===== src/sup_pkg.sv =====
// Package with constants and carrier types for the supervisor control block.
package sup_pkg;

	localparam int CLK_MHZ = 100;
	localparam int REL_MS = 200;
	localparam int NV_MS = 10;
	localparam int REL_CYC = REL_MS * 1000 * CLK_MHZ;
	localparam int NV_CYC = NV_MS * 1000 * CLK_MHZ;
	localparam int DOG_1S_MS = 1000;
	localparam int DOG_450_MS = 450;
	localparam int DOG_150_MS = 150;
	localparam int DOG_1MIN_MS = 60000;
	localparam int DOG_20S_MS = 20000;
	localparam int DOG_10S_MS = 10000;
	localparam int DOG_5S_MS = 5000;

	localparam logic [15:0] CTRL_ADDR = 16'hffff;
	localparam logic [15:0] OTP1_BASE = 16'h0000;
	localparam logic [15:0] OTP2_BASE = 16'h0040;
	localparam logic [15:0] OTP_TOP = 16'h007f;
	localparam logic [15:0] ARRAY_TOP = 16'h1fff;
	localparam int OTP_BYTES = 64;
	localparam int HW_LOCK_BIT = 7;
	localparam int FLAG_BIT = 6;
	localparam int DOG_LSB = 3;
	localparam int GUARD_LSB = 0;
	localparam logic [7:0] CTRL_RESET = 8'h00;
	localparam logic [2:0] DOG_OFF = 3'h3;
	localparam logic [2:0] TAMPER_LIMIT = 3'h7;
	localparam logic [23:0] ID_BASE = 24'h5a5a5a; // Arbitrary value.

	typedef enum logic [2:0] {
		PW_MEM_READ = 3'h0,
		PW_MEM_WRITE = 3'h1,
		PW_OTP_READ = 3'h2,
		PW_OTP_WRITE = 3'h3,
		PW_NONE = 3'h4
	} pw_kind_t;

	typedef struct packed {
		logic valid;
		logic write;
		logic [15:0] addr;
		logic [7:0] data;
	} acc_req_t;

	typedef struct packed {
		logic hit;
		logic ok;
		logic [7:0] data;
	} acc_rsp_t;

endpackage


===== src/sup_dog.sv =====
// Watchdog timer with restart on serial start condition.
`timescale 1ns/1ps
module sup_dog #(
	parameter int CLK_MHZ = sup_pkg::CLK_MHZ,
	parameter int MS_DIV = 1000 * CLK_MHZ
) (
	input wire logic clk,
	input wire logic reset_n,
	input wire logic restart,
	input wire logic [2:0] period,
	output logic expire
);
	logic [15:0] ms_limit;
	logic [31:0] pre_reg;
	logic [15:0] ms_reg;
	logic tick;

	if (MS_DIV < 1) begin
		$error("sup_dog: millisecond divider must be positive.");
	end

	always_comb begin
		case (period)
			3'h0: ms_limit = 16'(sup_pkg::DOG_1S_MS);
			3'h1: ms_limit = 16'(sup_pkg::DOG_450_MS);
			3'h2: ms_limit = 16'(sup_pkg::DOG_150_MS);
			3'h4: ms_limit = 16'(sup_pkg::DOG_1MIN_MS);
			3'h5: ms_limit = 16'(sup_pkg::DOG_20S_MS);
			3'h6: ms_limit = 16'(sup_pkg::DOG_10S_MS);
			3'h7: ms_limit = 16'(sup_pkg::DOG_5S_MS);
			default: ms_limit = 16'h0000;
		endcase
	end

	assign tick = (pre_reg == 32'(MS_DIV - 1));

	always_ff @(posedge clk or negedge reset_n) begin
		if (!reset_n) begin
			pre_reg <= 32'h0;
			ms_reg <= 16'h0;
			expire <= 1'b0;
		end else if (restart || period == sup_pkg::DOG_OFF) begin
			pre_reg <= 32'h0;
			ms_reg <= 16'h0;
			expire <= 1'b0;
		end else begin
			pre_reg <= tick ? 32'h0 : pre_reg + 32'h1;
			expire <= 1'b0;
			if (tick) begin
				// A shorter period written mid-count must still expire.
				if (ms_reg >= ms_limit - 16'h1) begin
					ms_reg <= 16'h0;
					expire <= 1'b1;
				end else begin
					ms_reg <= ms_reg + 16'h1;
				end
			end
		end
	end
endmodule


===== src/sup_ctrl.sv =====
// Supervisor control: reset generation, watchdog, lock and password gating.
`timescale 1ns/1ps
// Summary of operation
// - Reset held while primary low; released after 200 ms good supply.
// - Reset asserted from power-up through the power-on interval.
// - Serial start restarts watchdog; expiry while enabled asserts reset.
// - Period codes 000, 001, 010 give 1 s, 450 ms, 150 ms.
// - Code 011 disables; 100..111 give 1 min, 20 s, 10 s, 5 s.
// - Period field nonvolatile; host changes it unless hardware lock applies.
// - Lock pin and lock bit high reject writes; else write password needed.
// - Protected array access at FFFFh reaches the control register.
// - Bit 7 lock, bit 6 flag, bits 5:3 period, bits 2:0 size.
// - Flag volatile: cleared on low supply, loaded by write, kept on watchdog.
// - Low supply aborts current command; running store completes.
// - Secondary fail output follows secondary monitor, released at once.
// - Two 64-byte OTP arrays, OTP read and write passwords.
// - OTP array one 0000h-003Fh, array two 0040h-007Fh.
// - OTP writes past 64 bytes wrap within the same array; here the index is taken straight from address bits 6:0.
// - Protected memory needs 64-bit read or write password first.
// - Protected region size comes from the three-bit select field.
// - Eighth invalid password sets permanent tamper bit in 32-bit ID.
// - Size 000 protects nothing, 111 all; 001 covers 0000h-003Fh.
// - Invalid passwords count; an entry taken while not busy, aborted or tampered starts a 10 ms busy cycle.
module sup_ctrl #(
	parameter int REL_CYC = sup_pkg::REL_CYC,
	parameter int NV_CYC = sup_pkg::NV_CYC,
	parameter int MS_DIV = 1000 * sup_pkg::CLK_MHZ,
	parameter logic [23:0] ID_BASE = sup_pkg::ID_BASE
) (
	// Clock and reset.
	input wire logic CLK,
	input wire logic RESET_N,
	// Supply monitors, asynchronous comparator levels.
	input wire logic PRIMARY_OK,
	input wire logic SECONDARY_SUPPLY_SENSE,
	// Lock pin.
	input wire logic LOCK_PIN,
	// Events from and answers to the serial front end, same clock.
	input wire logic START_SEEN,
	input wire logic PW_ENTRY,
	input wire logic [2:0] PW_ENTRY_KIND,
	input wire logic [63:0] PW_ENTRY_VALUE,
	input wire logic STORE_BUSY,
	input sup_pkg::acc_req_t ACC_REQ,
	output sup_pkg::acc_rsp_t ACC_RSP,
	// Status toward the front end.
	output logic PW_BUSY,
	output logic ABORT,
	output logic [31:0] DEVICE_ID,
	output logic [7:0] OTP_INDEX,
	// Open-drain outputs, enable high while pulling low.
	output logic RESET_OUT_N,
	output logic RESET_OUT_OE,
	output logic SECONDARY_SUPPLY_FAIL_N,
	output logic SECONDARY_SUPPLY_FAIL_OE
);
	logic [1:0] prim_sync_reg;
	logic [1:0] sec_sync_reg;
	logic [1:0] lock_sync_reg;
	logic prim_ok;
	logic sec_ok;
	logic lock_in;
	logic [31:0] rel_reg;
	logic rst_act_reg;
	logic dog_exp;
	logic [7:0] ctrl_reg;
	logic [7:0] ctrl_next;
	logic [63:0] pw_reg [4];
	logic [4:0] pw_ok_reg;
	logic [2:0] tamper_cnt_reg;
	logic tamper_reg;
	logic [31:0] nv_reg;
	logic pw_match;
	logic hw_lock;
	logic is_ctrl;
	logic is_otp;
	logic is_prot;
	logic [15:0] guard_top;
	logic acc_ok;
	logic wr_ctrl;
	logic [2:0] kind_need;
	logic wr_otp;
	logic [7:0] rd_data;
	logic [7:0] otp_mem [2 * sup_pkg::OTP_BYTES];

	if (REL_CYC < 1 || NV_CYC < 1 || MS_DIV < 1) begin
		$error("sup_ctrl: cycle counts must be at least one.");
	end

	// Two-stage synchronisers for asynchronous levels.
	always_ff @(posedge CLK or negedge RESET_N) begin
		if (!RESET_N) begin
			prim_sync_reg <= 2'h0;
			sec_sync_reg <= 2'h0;
			lock_sync_reg <= 2'h0;
		end else begin
			prim_sync_reg <= {prim_sync_reg[0], PRIMARY_OK};
			sec_sync_reg <= {sec_sync_reg[0], SECONDARY_SUPPLY_SENSE};
			lock_sync_reg <= {lock_sync_reg[0], LOCK_PIN};
		end
	end
	assign prim_ok = prim_sync_reg[1];
	assign sec_ok = sec_sync_reg[1];
	assign lock_in = lock_sync_reg[1];

	// Reset pulse generation. The device reset itself stands for power-on.
	always_ff @(posedge CLK or negedge RESET_N) begin
		if (!RESET_N) begin
			rst_act_reg <= 1'b1;
			rel_reg <= 32'h0;
		end else if (!prim_ok) begin
			rst_act_reg <= 1'b1;
			rel_reg <= 32'h0;
		end else if (dog_exp) begin
			rst_act_reg <= 1'b1;
			rel_reg <= 32'h0;
		end else if (rst_act_reg) begin
			if (rel_reg == 32'(REL_CYC - 1)) begin
				rst_act_reg <= 1'b0;
				rel_reg <= 32'h0;
			end else begin
				rel_reg <= rel_reg + 32'h1;
			end
		end
	end
	assign RESET_OUT_N = ~rst_act_reg;
	assign RESET_OUT_OE = rst_act_reg;

	// Secondary fail follows the synchronised monitor directly.
	assign SECONDARY_SUPPLY_FAIL_N = sec_ok;
	assign SECONDARY_SUPPLY_FAIL_OE = ~sec_ok;

	// Commands are aborted while primary supply is low; stores continue.
	assign ABORT = ~prim_ok;

	// Watchdog held clear during reset so it restarts from zero afterwards.
	sup_dog #(
		.MS_DIV(MS_DIV)
	) u_dog (
		.clk(CLK),
		.reset_n(RESET_N),
		.restart(START_SEEN | rst_act_reg),
		.period(ctrl_reg[sup_pkg::DOG_LSB +: 3]),
		.expire(dog_exp)
	);

	// Password check and tamper counter. Grant bit 4 marks accesses that
	// need no password, so it is set whenever the grants are cleared.
	assign pw_match = (PW_ENTRY_KIND < 3'h4) &&
		(PW_ENTRY_VALUE == pw_reg[PW_ENTRY_KIND[1:0]]);

	always_ff @(posedge CLK or negedge RESET_N) begin
		if (!RESET_N) begin
			pw_ok_reg <= 5'h10;
			tamper_cnt_reg <= 3'h0;
			tamper_reg <= 1'b0;
			nv_reg <= 32'h0;
		end else begin
			if (nv_reg != 32'h0)
				nv_reg <= nv_reg - 32'h1;
			if (ABORT)
				pw_ok_reg <= 5'h10;
			else if (PW_ENTRY && nv_reg == 32'h0 && !tamper_reg) begin
				nv_reg <= 32'(NV_CYC);
				pw_ok_reg <= 5'h10;
				if (pw_match)
					pw_ok_reg[PW_ENTRY_KIND] <= 1'b1;
				else if (tamper_cnt_reg == sup_pkg::TAMPER_LIMIT)
					tamper_reg <= 1'b1;
				else
					tamper_cnt_reg <= tamper_cnt_reg + 3'h1;
			end
		end
	end
	assign PW_BUSY = (nv_reg != 32'h0);
	assign DEVICE_ID = {ID_BASE, 7'h00, tamper_reg};

	// Passwords ship as zero; changing them is the front end's job.
	always_ff @(posedge CLK or negedge RESET_N) begin
		if (!RESET_N) begin
			for (int i = 0; i < 4; i++)
				pw_reg[i] <= 64'h0;
		end else begin
			for (int i = 0; i < 4; i++)
				pw_reg[i] <= pw_reg[i];
		end
	end

	// Address classification.
	assign is_ctrl = ACC_REQ.addr == sup_pkg::CTRL_ADDR;
	assign is_otp = ACC_REQ.addr <= sup_pkg::OTP_TOP;

	always_comb begin
		case (ctrl_reg[sup_pkg::GUARD_LSB +: 3])
			3'h1: guard_top = 16'h003f;
			3'h2: guard_top = 16'h007f;
			3'h3: guard_top = 16'h00ff;
			3'h4: guard_top = 16'h01ff;
			3'h5: guard_top = 16'h07ff;
			3'h6: guard_top = 16'h0fff;
			3'h7: guard_top = sup_pkg::ARRAY_TOP;
			default: guard_top = 16'h0000;
		endcase
	end
	assign is_prot = (ctrl_reg[sup_pkg::GUARD_LSB +: 3] != 3'h0) &&
		(ACC_REQ.addr <= guard_top);

	// OTP index: address bit 6 picks the array, bits 5:0 the byte.
	assign OTP_INDEX = {1'b0, ACC_REQ.addr[6], ACC_REQ.addr[5:0]};

	// Pick the password the access needs. OTP is always guarded.
	always_comb begin
		if (is_otp && !is_ctrl)
			kind_need = ACC_REQ.write ? 3'(sup_pkg::PW_OTP_WRITE) :
				3'(sup_pkg::PW_OTP_READ);
		else if (is_ctrl || is_prot)
			kind_need = ACC_REQ.write ? 3'(sup_pkg::PW_MEM_WRITE) :
				3'(sup_pkg::PW_MEM_READ);
		else
			kind_need = 3'(sup_pkg::PW_NONE);
	end

	assign hw_lock = lock_in & ctrl_reg[sup_pkg::HW_LOCK_BIT];
	assign acc_ok = !ABORT && !PW_BUSY && pw_ok_reg[kind_need] &&
		!(is_ctrl && ACC_REQ.write && hw_lock);
	assign wr_ctrl = ACC_REQ.valid && ACC_REQ.write && is_ctrl && acc_ok;
	assign wr_otp = ACC_REQ.valid && ACC_REQ.write && is_otp && acc_ok;
	assign rd_data = !(ACC_REQ.valid && acc_ok) ? 8'h00 :
		is_ctrl ? ctrl_reg : is_otp ? otp_mem[OTP_INDEX[6:0]] : 8'h00;

	// One-time storage keeps no reset, as it outlives power-on.
	always_ff @(posedge CLK) begin
		if (wr_otp)
			otp_mem[OTP_INDEX[6:0]] <= ACC_REQ.data;
	end

	// Control register; flag clears on low supply, others kept.
	always_comb begin
		ctrl_next = ctrl_reg;
		if (wr_ctrl)
			ctrl_next = ACC_REQ.data;
		if (!prim_ok)
			ctrl_next[sup_pkg::FLAG_BIT] = 1'b0;
	end

	always_ff @(posedge CLK or negedge RESET_N) begin
		if (!RESET_N)
			ctrl_reg <= sup_pkg::CTRL_RESET;
		else
			ctrl_reg <= ctrl_next;
	end

	// Answer to the front end, registered.
	always_ff @(posedge CLK or negedge RESET_N) begin
		if (!RESET_N)
			ACC_RSP <= '0;
		else begin
			ACC_RSP.hit <= ACC_REQ.valid && is_ctrl;
			ACC_RSP.ok <= ACC_REQ.valid && acc_ok;
			ACC_RSP.data <= rd_data;
		end
	end
endmodule


===== config.mk =====
export PLATFORM = sky130hd
export DESIGN_NAME = sup_ctrl
export DESIGN_NICKNAME = d
export VERILOG_FILES = /design/src/sup_pkg.sv /design/src/sup_dog.sv /design/src/sup_ctrl.sv
export SDC_FILE = /design/constraint.sdc
export NUM_CORES = 1
export LEC_CHECK = 0
export ABC_CLOCK_PERIOD_IN_PS = 4200
export BUFFER_PORTS_ARGS = -buffer_cell sky130_fd_sc_hd__buf_2
export CORE_MARGIN = 8
export CORE_UTILIZATION = 31
export DETAILED_ROUTE_END_ITERATION = 12
export GPL_TIMING_DRIVEN = 0
export MAX_ROUTING_LAYER = met4
export PLACE_DENSITY = 0.46
export SYNTH_ARGS = -nofsm -noshare
export SYNTH_HDL_FRONTEND = slang
export SYNTH_HIERARCHICAL = 1
export SYNTH_SLANG_ARGS = --single-unit

===== constraint.sdc =====
create_clock -name CLK -period 4.2 [get_ports CLK]
set_clock_uncertainty 0.05 [all_clocks]
set_input_delay 0.21 -clock CLK [delete_from_list [all_inputs] [get_ports CLK]]
set_output_delay 0.21 -clock CLK [all_outputs]
set_load 0.01 [all_outputs]

==> results.cfg, run 1 <==
[pwr]
finalPower_mw = 25.89
power.leakage_nw = 19.77
pwr_density_cell_mw_per_mm2 = 441.8
peakVddDrop_mv = 0.4246

[global_routing]
grt_util_all_layers_pct = 24.80
grt_pass1_vias = 31940
grt_antenna_before_repair = 9
overflow = 0
grt_pass1_wl_um = 278500
grt_max_degree = 108

[setup_path]
end_kind = register
startpoint_type = input pin
crit_arrival_ns = 5.10
crit_fanout = 11
r2r_setup_slack_ns = 0.08
worst_ep_required_time_ns = 4.75
path_class = in2reg

[final_layout]
largest_reg_flops = 1024
syn_to_final_growth_pct = 22.78
multi_input_area_mm2 = 0.01316
utilization_pct = 38.18
fin_nets = 3728
drive_gt1_share_pct = 23.45
fill_cells = 14440
ff_latch_area_mm2 = 0.03440

[timing]
fmax_mhz = 219.9
post-route-period-util_pct = 108.3
worst_slack_ns = -0.3475
rsz0062_at_grt = true
setup_tns_ns = -1.367
worst_pin_slew_ns = 1.616
setup_violations = 8
slew_violations = 33
finalHoldViolCount = 0
slew_headroom_pct = -7.758
hold_ws_ns = 0.06082
final.min_clock_period_ns = 4.547

[routing]
via_count = 33510
drtAntennaViolNets = 0
dr.pass1.iters = 8
detail_route.iter0.violations = 4997
route.detailed.drc = 0
via_per_inst = 5.829
drt_wl_total_um = 208800
wl_per_cell_um = 36.32

[yosys]
ys.flop_type = edfxtp_1
synth-seq-cells = 1170
synth_cells = 3166
async_reset_ff_share_pct = 12.48
synth_top_cell_area_share_pct = 64.42
synth_commonest_cells = edfxtp_1, nor2_1, a22oi_1
synthesis.area_mm2 = 0.04773
yosysMostFrequentCell = edfxtp_1
yosys_warnings = 6
synth_area_leaders = edfxtp_1, dfrtp_1, a22oi_1
synth_edf_count = 1024
synthDistinctLibCells = 85
syn_area_per_cell_um2 = 15.08
synth_seq_area_share_pct = 72.07
yosysTopAreaCell = edfxtp_1

[run]
maxCapViolCount = 4

[hold_path]
hp-class = in2reg

[floorplanning]
dieArea_mm2 = 0.1668
io_pins = 157
initial_utilization_pct = 31.10
core_area_mm2 = 0.1535
chipHeight_um = 408.4
row_count = 144
die_w_um = 408.4

[clocking]
cts_tree = done
clkSinkCount = 1170
cts_buffers = 137
insertion_delay_ns = 0.79
cts_root_buffer = clkbuf_16
cts_buffer_depth = 3
clk_pin_slew_ns = 0.05
h-tree-depth = 4

[run_status]
status = finished, violations left
violations = capacitance limit, slew limit, setup timing

[place]
gp_congestion = 1.003
place_worst_setup_slack_ns = -2.853
port_buffers = 123
dp.final_hpwl_um = 135300
-- cell type report --
type                       count  share of cell area [%]
antenna                        6                 0.02562
buffer                       216                   2.205
clock buffer                 170                   6.133
clock inverter                75                   1.097
inverter                      33                  0.2135
multi-input combinational   1768                   22.45
sequential                  1170                   58.70
tap                         2044                   4.364
timing repair buffer         266                   4.816
-- power breakdown --
| group | internal (mW) | switching (mW) | leakage (nW) | total (mW) |
|---|---|---|---|---|
| clock | 6.49 | 5.02 | 2.06 | 11.5 |
| combinational | 0.410 | 1.32 | 6.55 | 1.73 |
| sequential | 12.7 | 0.00538 | 11.2 | 12.7 |
| total | 19.6 | 6.34 | 19.8 | 25.9 |
-- final timing paths --
kind,from,endpoint,cells past startpoint
setup / recovery,ACC_REQ[9],ACC_RSP[0],12
hold / removal,SECONDARY_SUPPLY_SENSE,sec_sync_reg[0],2
setup reg to reg,nv_reg[27],otp_mem[113][7],11
hold reg to reg,sec_sync_reg[0],sec_sync_reg[1],0
max in group asynchronous,RESET_N,u_dog/pre_reg[3],4
min in group asynchronous,RESET_N,RESET_OUT_OE,3
-- kinds of logic after synthesis --
group | count (synthesis) | synth area share, %
flops | 1170 | 72.07
xor+xnor | 73 | 1.339
other cells | 2 | 0.01573
simple gates | 733 | 7.622
mux | 195 | 5.012
buf+inv | 258 | 2.427
compound gates | 700 | 10.59
fa+ha+maj | 35 | 0.9174
-- per-stage QoR --
stage,area [µm²],std cells
floorplan,47850,3196
global placement,51020,5363
detailed placement,51610,5386
CTS,58260,5732
global route,58600,5745
finish,58610,5748
-- worst max-delay path, cell delays in order --
cell	delay, ns
buf_2	0.34
buf_2	0.47
clkbuf_8	0.44
inv_1	0.25
clkbuf_2	0.54
clkbuf_2	0.53
a221oi_1	0.32
o21ai_0	0.26
o211ai_1	0.38
a41oi_1	0.40
a311oi_2	0.66
o22ai_1	0.20
-- cell usage in the layout (no fill, tap or decap), types with 17 or more instances in the layout --
cell type,instances
buf_12,58
nor3_1,43
a22oi_1,157
dlygate4sd3_1,24
o211ai_1,18
nand4_1,28
a221oi_1,78
nor2_2,48
buf_4,94
dfrtp_1,145
conb_1,32
clkbuf_1,90
a21oi_1,109
clkbuf_2,48
clkinv_1,29
edfxtp_1,1024
nor4_1,34
o2bb2ai_1,17
nand2_1,147
inv_1,31
clkinv_2,20
mux2_2,82
ha_1,35
buf_2,137
xnor2_1,34
a22o_1,40
mux2i_1,86
a31oi_1,33
and3_1,23
a211oi_1,19
a221o_1,18
o21ai_0,86
clkbuf_16,139
nor2_4,81
mux4_2,27
nand3_1,50
xor2_1,39
nor2_1,144
-- per-layer routing --
layer | vias to the layer above | GRT usage (%) | routed length (µm)
met1 | 17230 | 31.63 | 82230
met4 | 0 | 12.06 | 11870
met5 | - | - | 0
met2 | 2342 | 35.82 | 90200
li1 | 13350 | - | -
met3 | 579 | 7.667 | 24480
-- timing repair --
| action | 4_1_cts | 5_1_grt |
|---|---|---|
| hold buffers | 25 | 0 |
| gates cloned | 0 | 0 |
| pin swaps | 52 | 13 |
| endpoints found under the setup margin | 1033 | 895 |
| buffers inserted | 83 | 12 |
| gates resized for setup | 322 | 38 |
| hold endpoints to repair | 572 | 0 |
(Power assumes the default switching activity.)
==> run 2: changes to the inputs <==
CAP_MARGIN = 25   (was unset)
GPL_TIMING_DRIVEN = unset   (was 0)
==> results.cfg, run 2 (same netlist as run 1, synthesis figures left out) <==
[routing]
route.detailed.drc = 0
via_count = 30930
detail_route.iter0.violations = 3456
wl_per_cell_um = 29.45
drtAntennaViolNets = 0
dr.pass1.iters = 6
via_per_inst = 5.412
drt_wl_total_um = 168300

[run]
maxCapViolCount = 0

[setup_path]
worst_ep_required_time_ns = 4.61
startpoint_type = register
crit_arrival_ns = 4.39
end_kind = register
cpMostUsedCell = buf_4
crit_fanout = 16
path_class = reg2reg
cp_cell_sequence = or4_1, or4b_1, nor4_4, inv_2, a2111o_1, nor2_8, buf_12, buf_4, nand2_8, nor2_1, buf_4
slowest_delay_ns = 0.59
r2r_setup_slack_ns = 0.22
cp_slowest_cell = or4_1
cp_top_family = simple AND/OR/NAND/NOR gates
worst-path-buf-inv = 4

[global_routing]
grt_max_degree = 121
grt_util_all_layers_pct = 20.11
grt_pass1_wl_um = 238000
grt_pass1_vias = 30840
overflow = 0
grt_antenna_before_repair = 4

[floorplanning]
chipHeight_um = 408.4
core_area_mm2 = 0.1535
row_count = 144
initial_utilization_pct = 31.10
die_w_um = 408.4
io_pins = 157
dieArea_mm2 = 0.1668

[place]
dp.final_hpwl_um = 107100
place_area_mm2 = 0.05283
gp_congestion = 0.9127
port_buffers = 123

[final_layout]
drive_gt1_share_pct = 21.50
syn_to_final_growth_pct = 20.04
fin_nets = 3707
layout_common_cells = edfxtp_1, buf_4, nor2_1
final_area_mm2 = 0.05730
final_common_cell = edfxtp_1
largest_reg_flops = 1024

[clocking]
cts_buffers = 131
insertion_delay_ns = 0.78
clkSinkCount = 1170
h-tree-depth = 4
clk_pin_slew_ns = 0.06
cts_root_buffer = clkbuf_16
cts_buffer_depth = 3
cts_tree = done

[timing]
worst_pin_slew_ns = 1.043
fmax_mhz = 251.4
setup_violations = 0
rsz0062_at_grt = false
finalHoldViolCount = 0
final.min_clock_period_ns = 3.977
slew_violations = 0
slew_headroom_pct = 30.12
post-route-period-util_pct = 94.70

[pwr]
power.leakage_nw = 19.75
pwr_density_cell_mw_per_mm2 = 442.1
finalPower_mw = 25.33
peakVddDrop_mv = 0.2988

[run_status]
status = completed

[hold_path]
hp-class = in2reg
run 2: cell types whose count changed in the layout (fill, tap and decap cells not counted), sizes merged, moves of 3 or more:
cell / change
buf: +119
bufinv: +3
clkbuf: -132
clkdlybuf4s15: -6
clkinv: -3
diode: -4
inv: -4
run 2: routing by layer:
metal	share of wire (%)	wire (µm)	global-route usage (%)	up-vias
li1	-	-	-	13270
met1	43	72800	26.85	16020
met2	47	79080	31.57	1381
met3	7.1	11900	3.749	257
met4	2.7	4520	5.467	0
met5	0	0	-	-
run 2: layout make-up:
class | count | area, µm²
fillers | 14540 | 96210
flip-flops and latches | 1170 | 34400
multi-input cells | 1768 | 12400
repair buffers | 467 | 3661
clock buffers | 162 | 3498
well taps | 2044 | 2557
clock inverters | 69 | 650.6
inverters | 33 | 123.9
diodes | 2 | 5.005
run 2: final timing paths:
kind                                      start               to  cells after the start
worst max-delay path                 nv_reg[27]   otp_mem[91][1]                     11
worst min-delay path                 ACC_REQ[4]   otp_mem[38][4]                      1
worst max register to register       nv_reg[27]   otp_mem[91][1]                     11
worst min register to register  sec_sync_reg[0]  sec_sync_reg[1]                      0
max in group asynchronous               RESET_N  sec_sync_reg[1]                      5
min in group asynchronous               RESET_N       rel_reg[8]                      3
run 2: where the power goes:
part / total, mW / switching, mW / internal [mW]
clock network: 11.2 / 4.75 / 6.49
registers: 12.7 / 0.00520 / 12.7
logic: 1.44 / 1.03 / 0.407
run 2: repair_timing:
item	CTS	global route
buffers inserted	0	4
endpoints found under the hold margin	173	22
resized for setup	2	3
cloned	0	0
pin swaps	0	2
hold buffers	21	1
setup endpoints to repair	11	631
run 2: stage by stage:
step | hold slack (ns) | util [%] | setup TNS (ns) | cells | setup slack, ns
2_1_floorplan | -0.1356 | - | 0 | 3196 | 0.3645
3_3_place_gp | 0.2755 | 34.40 | 0 | 5453 | 0.04478
3_5_place_dp | 0.2792 | 34.41 | -0.02393 | 5455 | -0.004087
4_1_cts | 0.02035 | 37.26 | -0.1788 | 5707 | -0.01708
5_1_grt | 0.05186 | 37.33 | 0 | 5715 | 0.04958
6_report | 0.02532 | 37.33 | 0 | 5715 | 0.2227
run 2: worst reg2reg max path: cells and delay by family, from the launching register on:
family / cells / cell delay (ns)
and+or+nand+nor: 6 / 2.17
buffers and inverters: 4 / 0.63
AOI/OAI and AO/OA: 1 / 0.43
DFF: 1 / 0.40
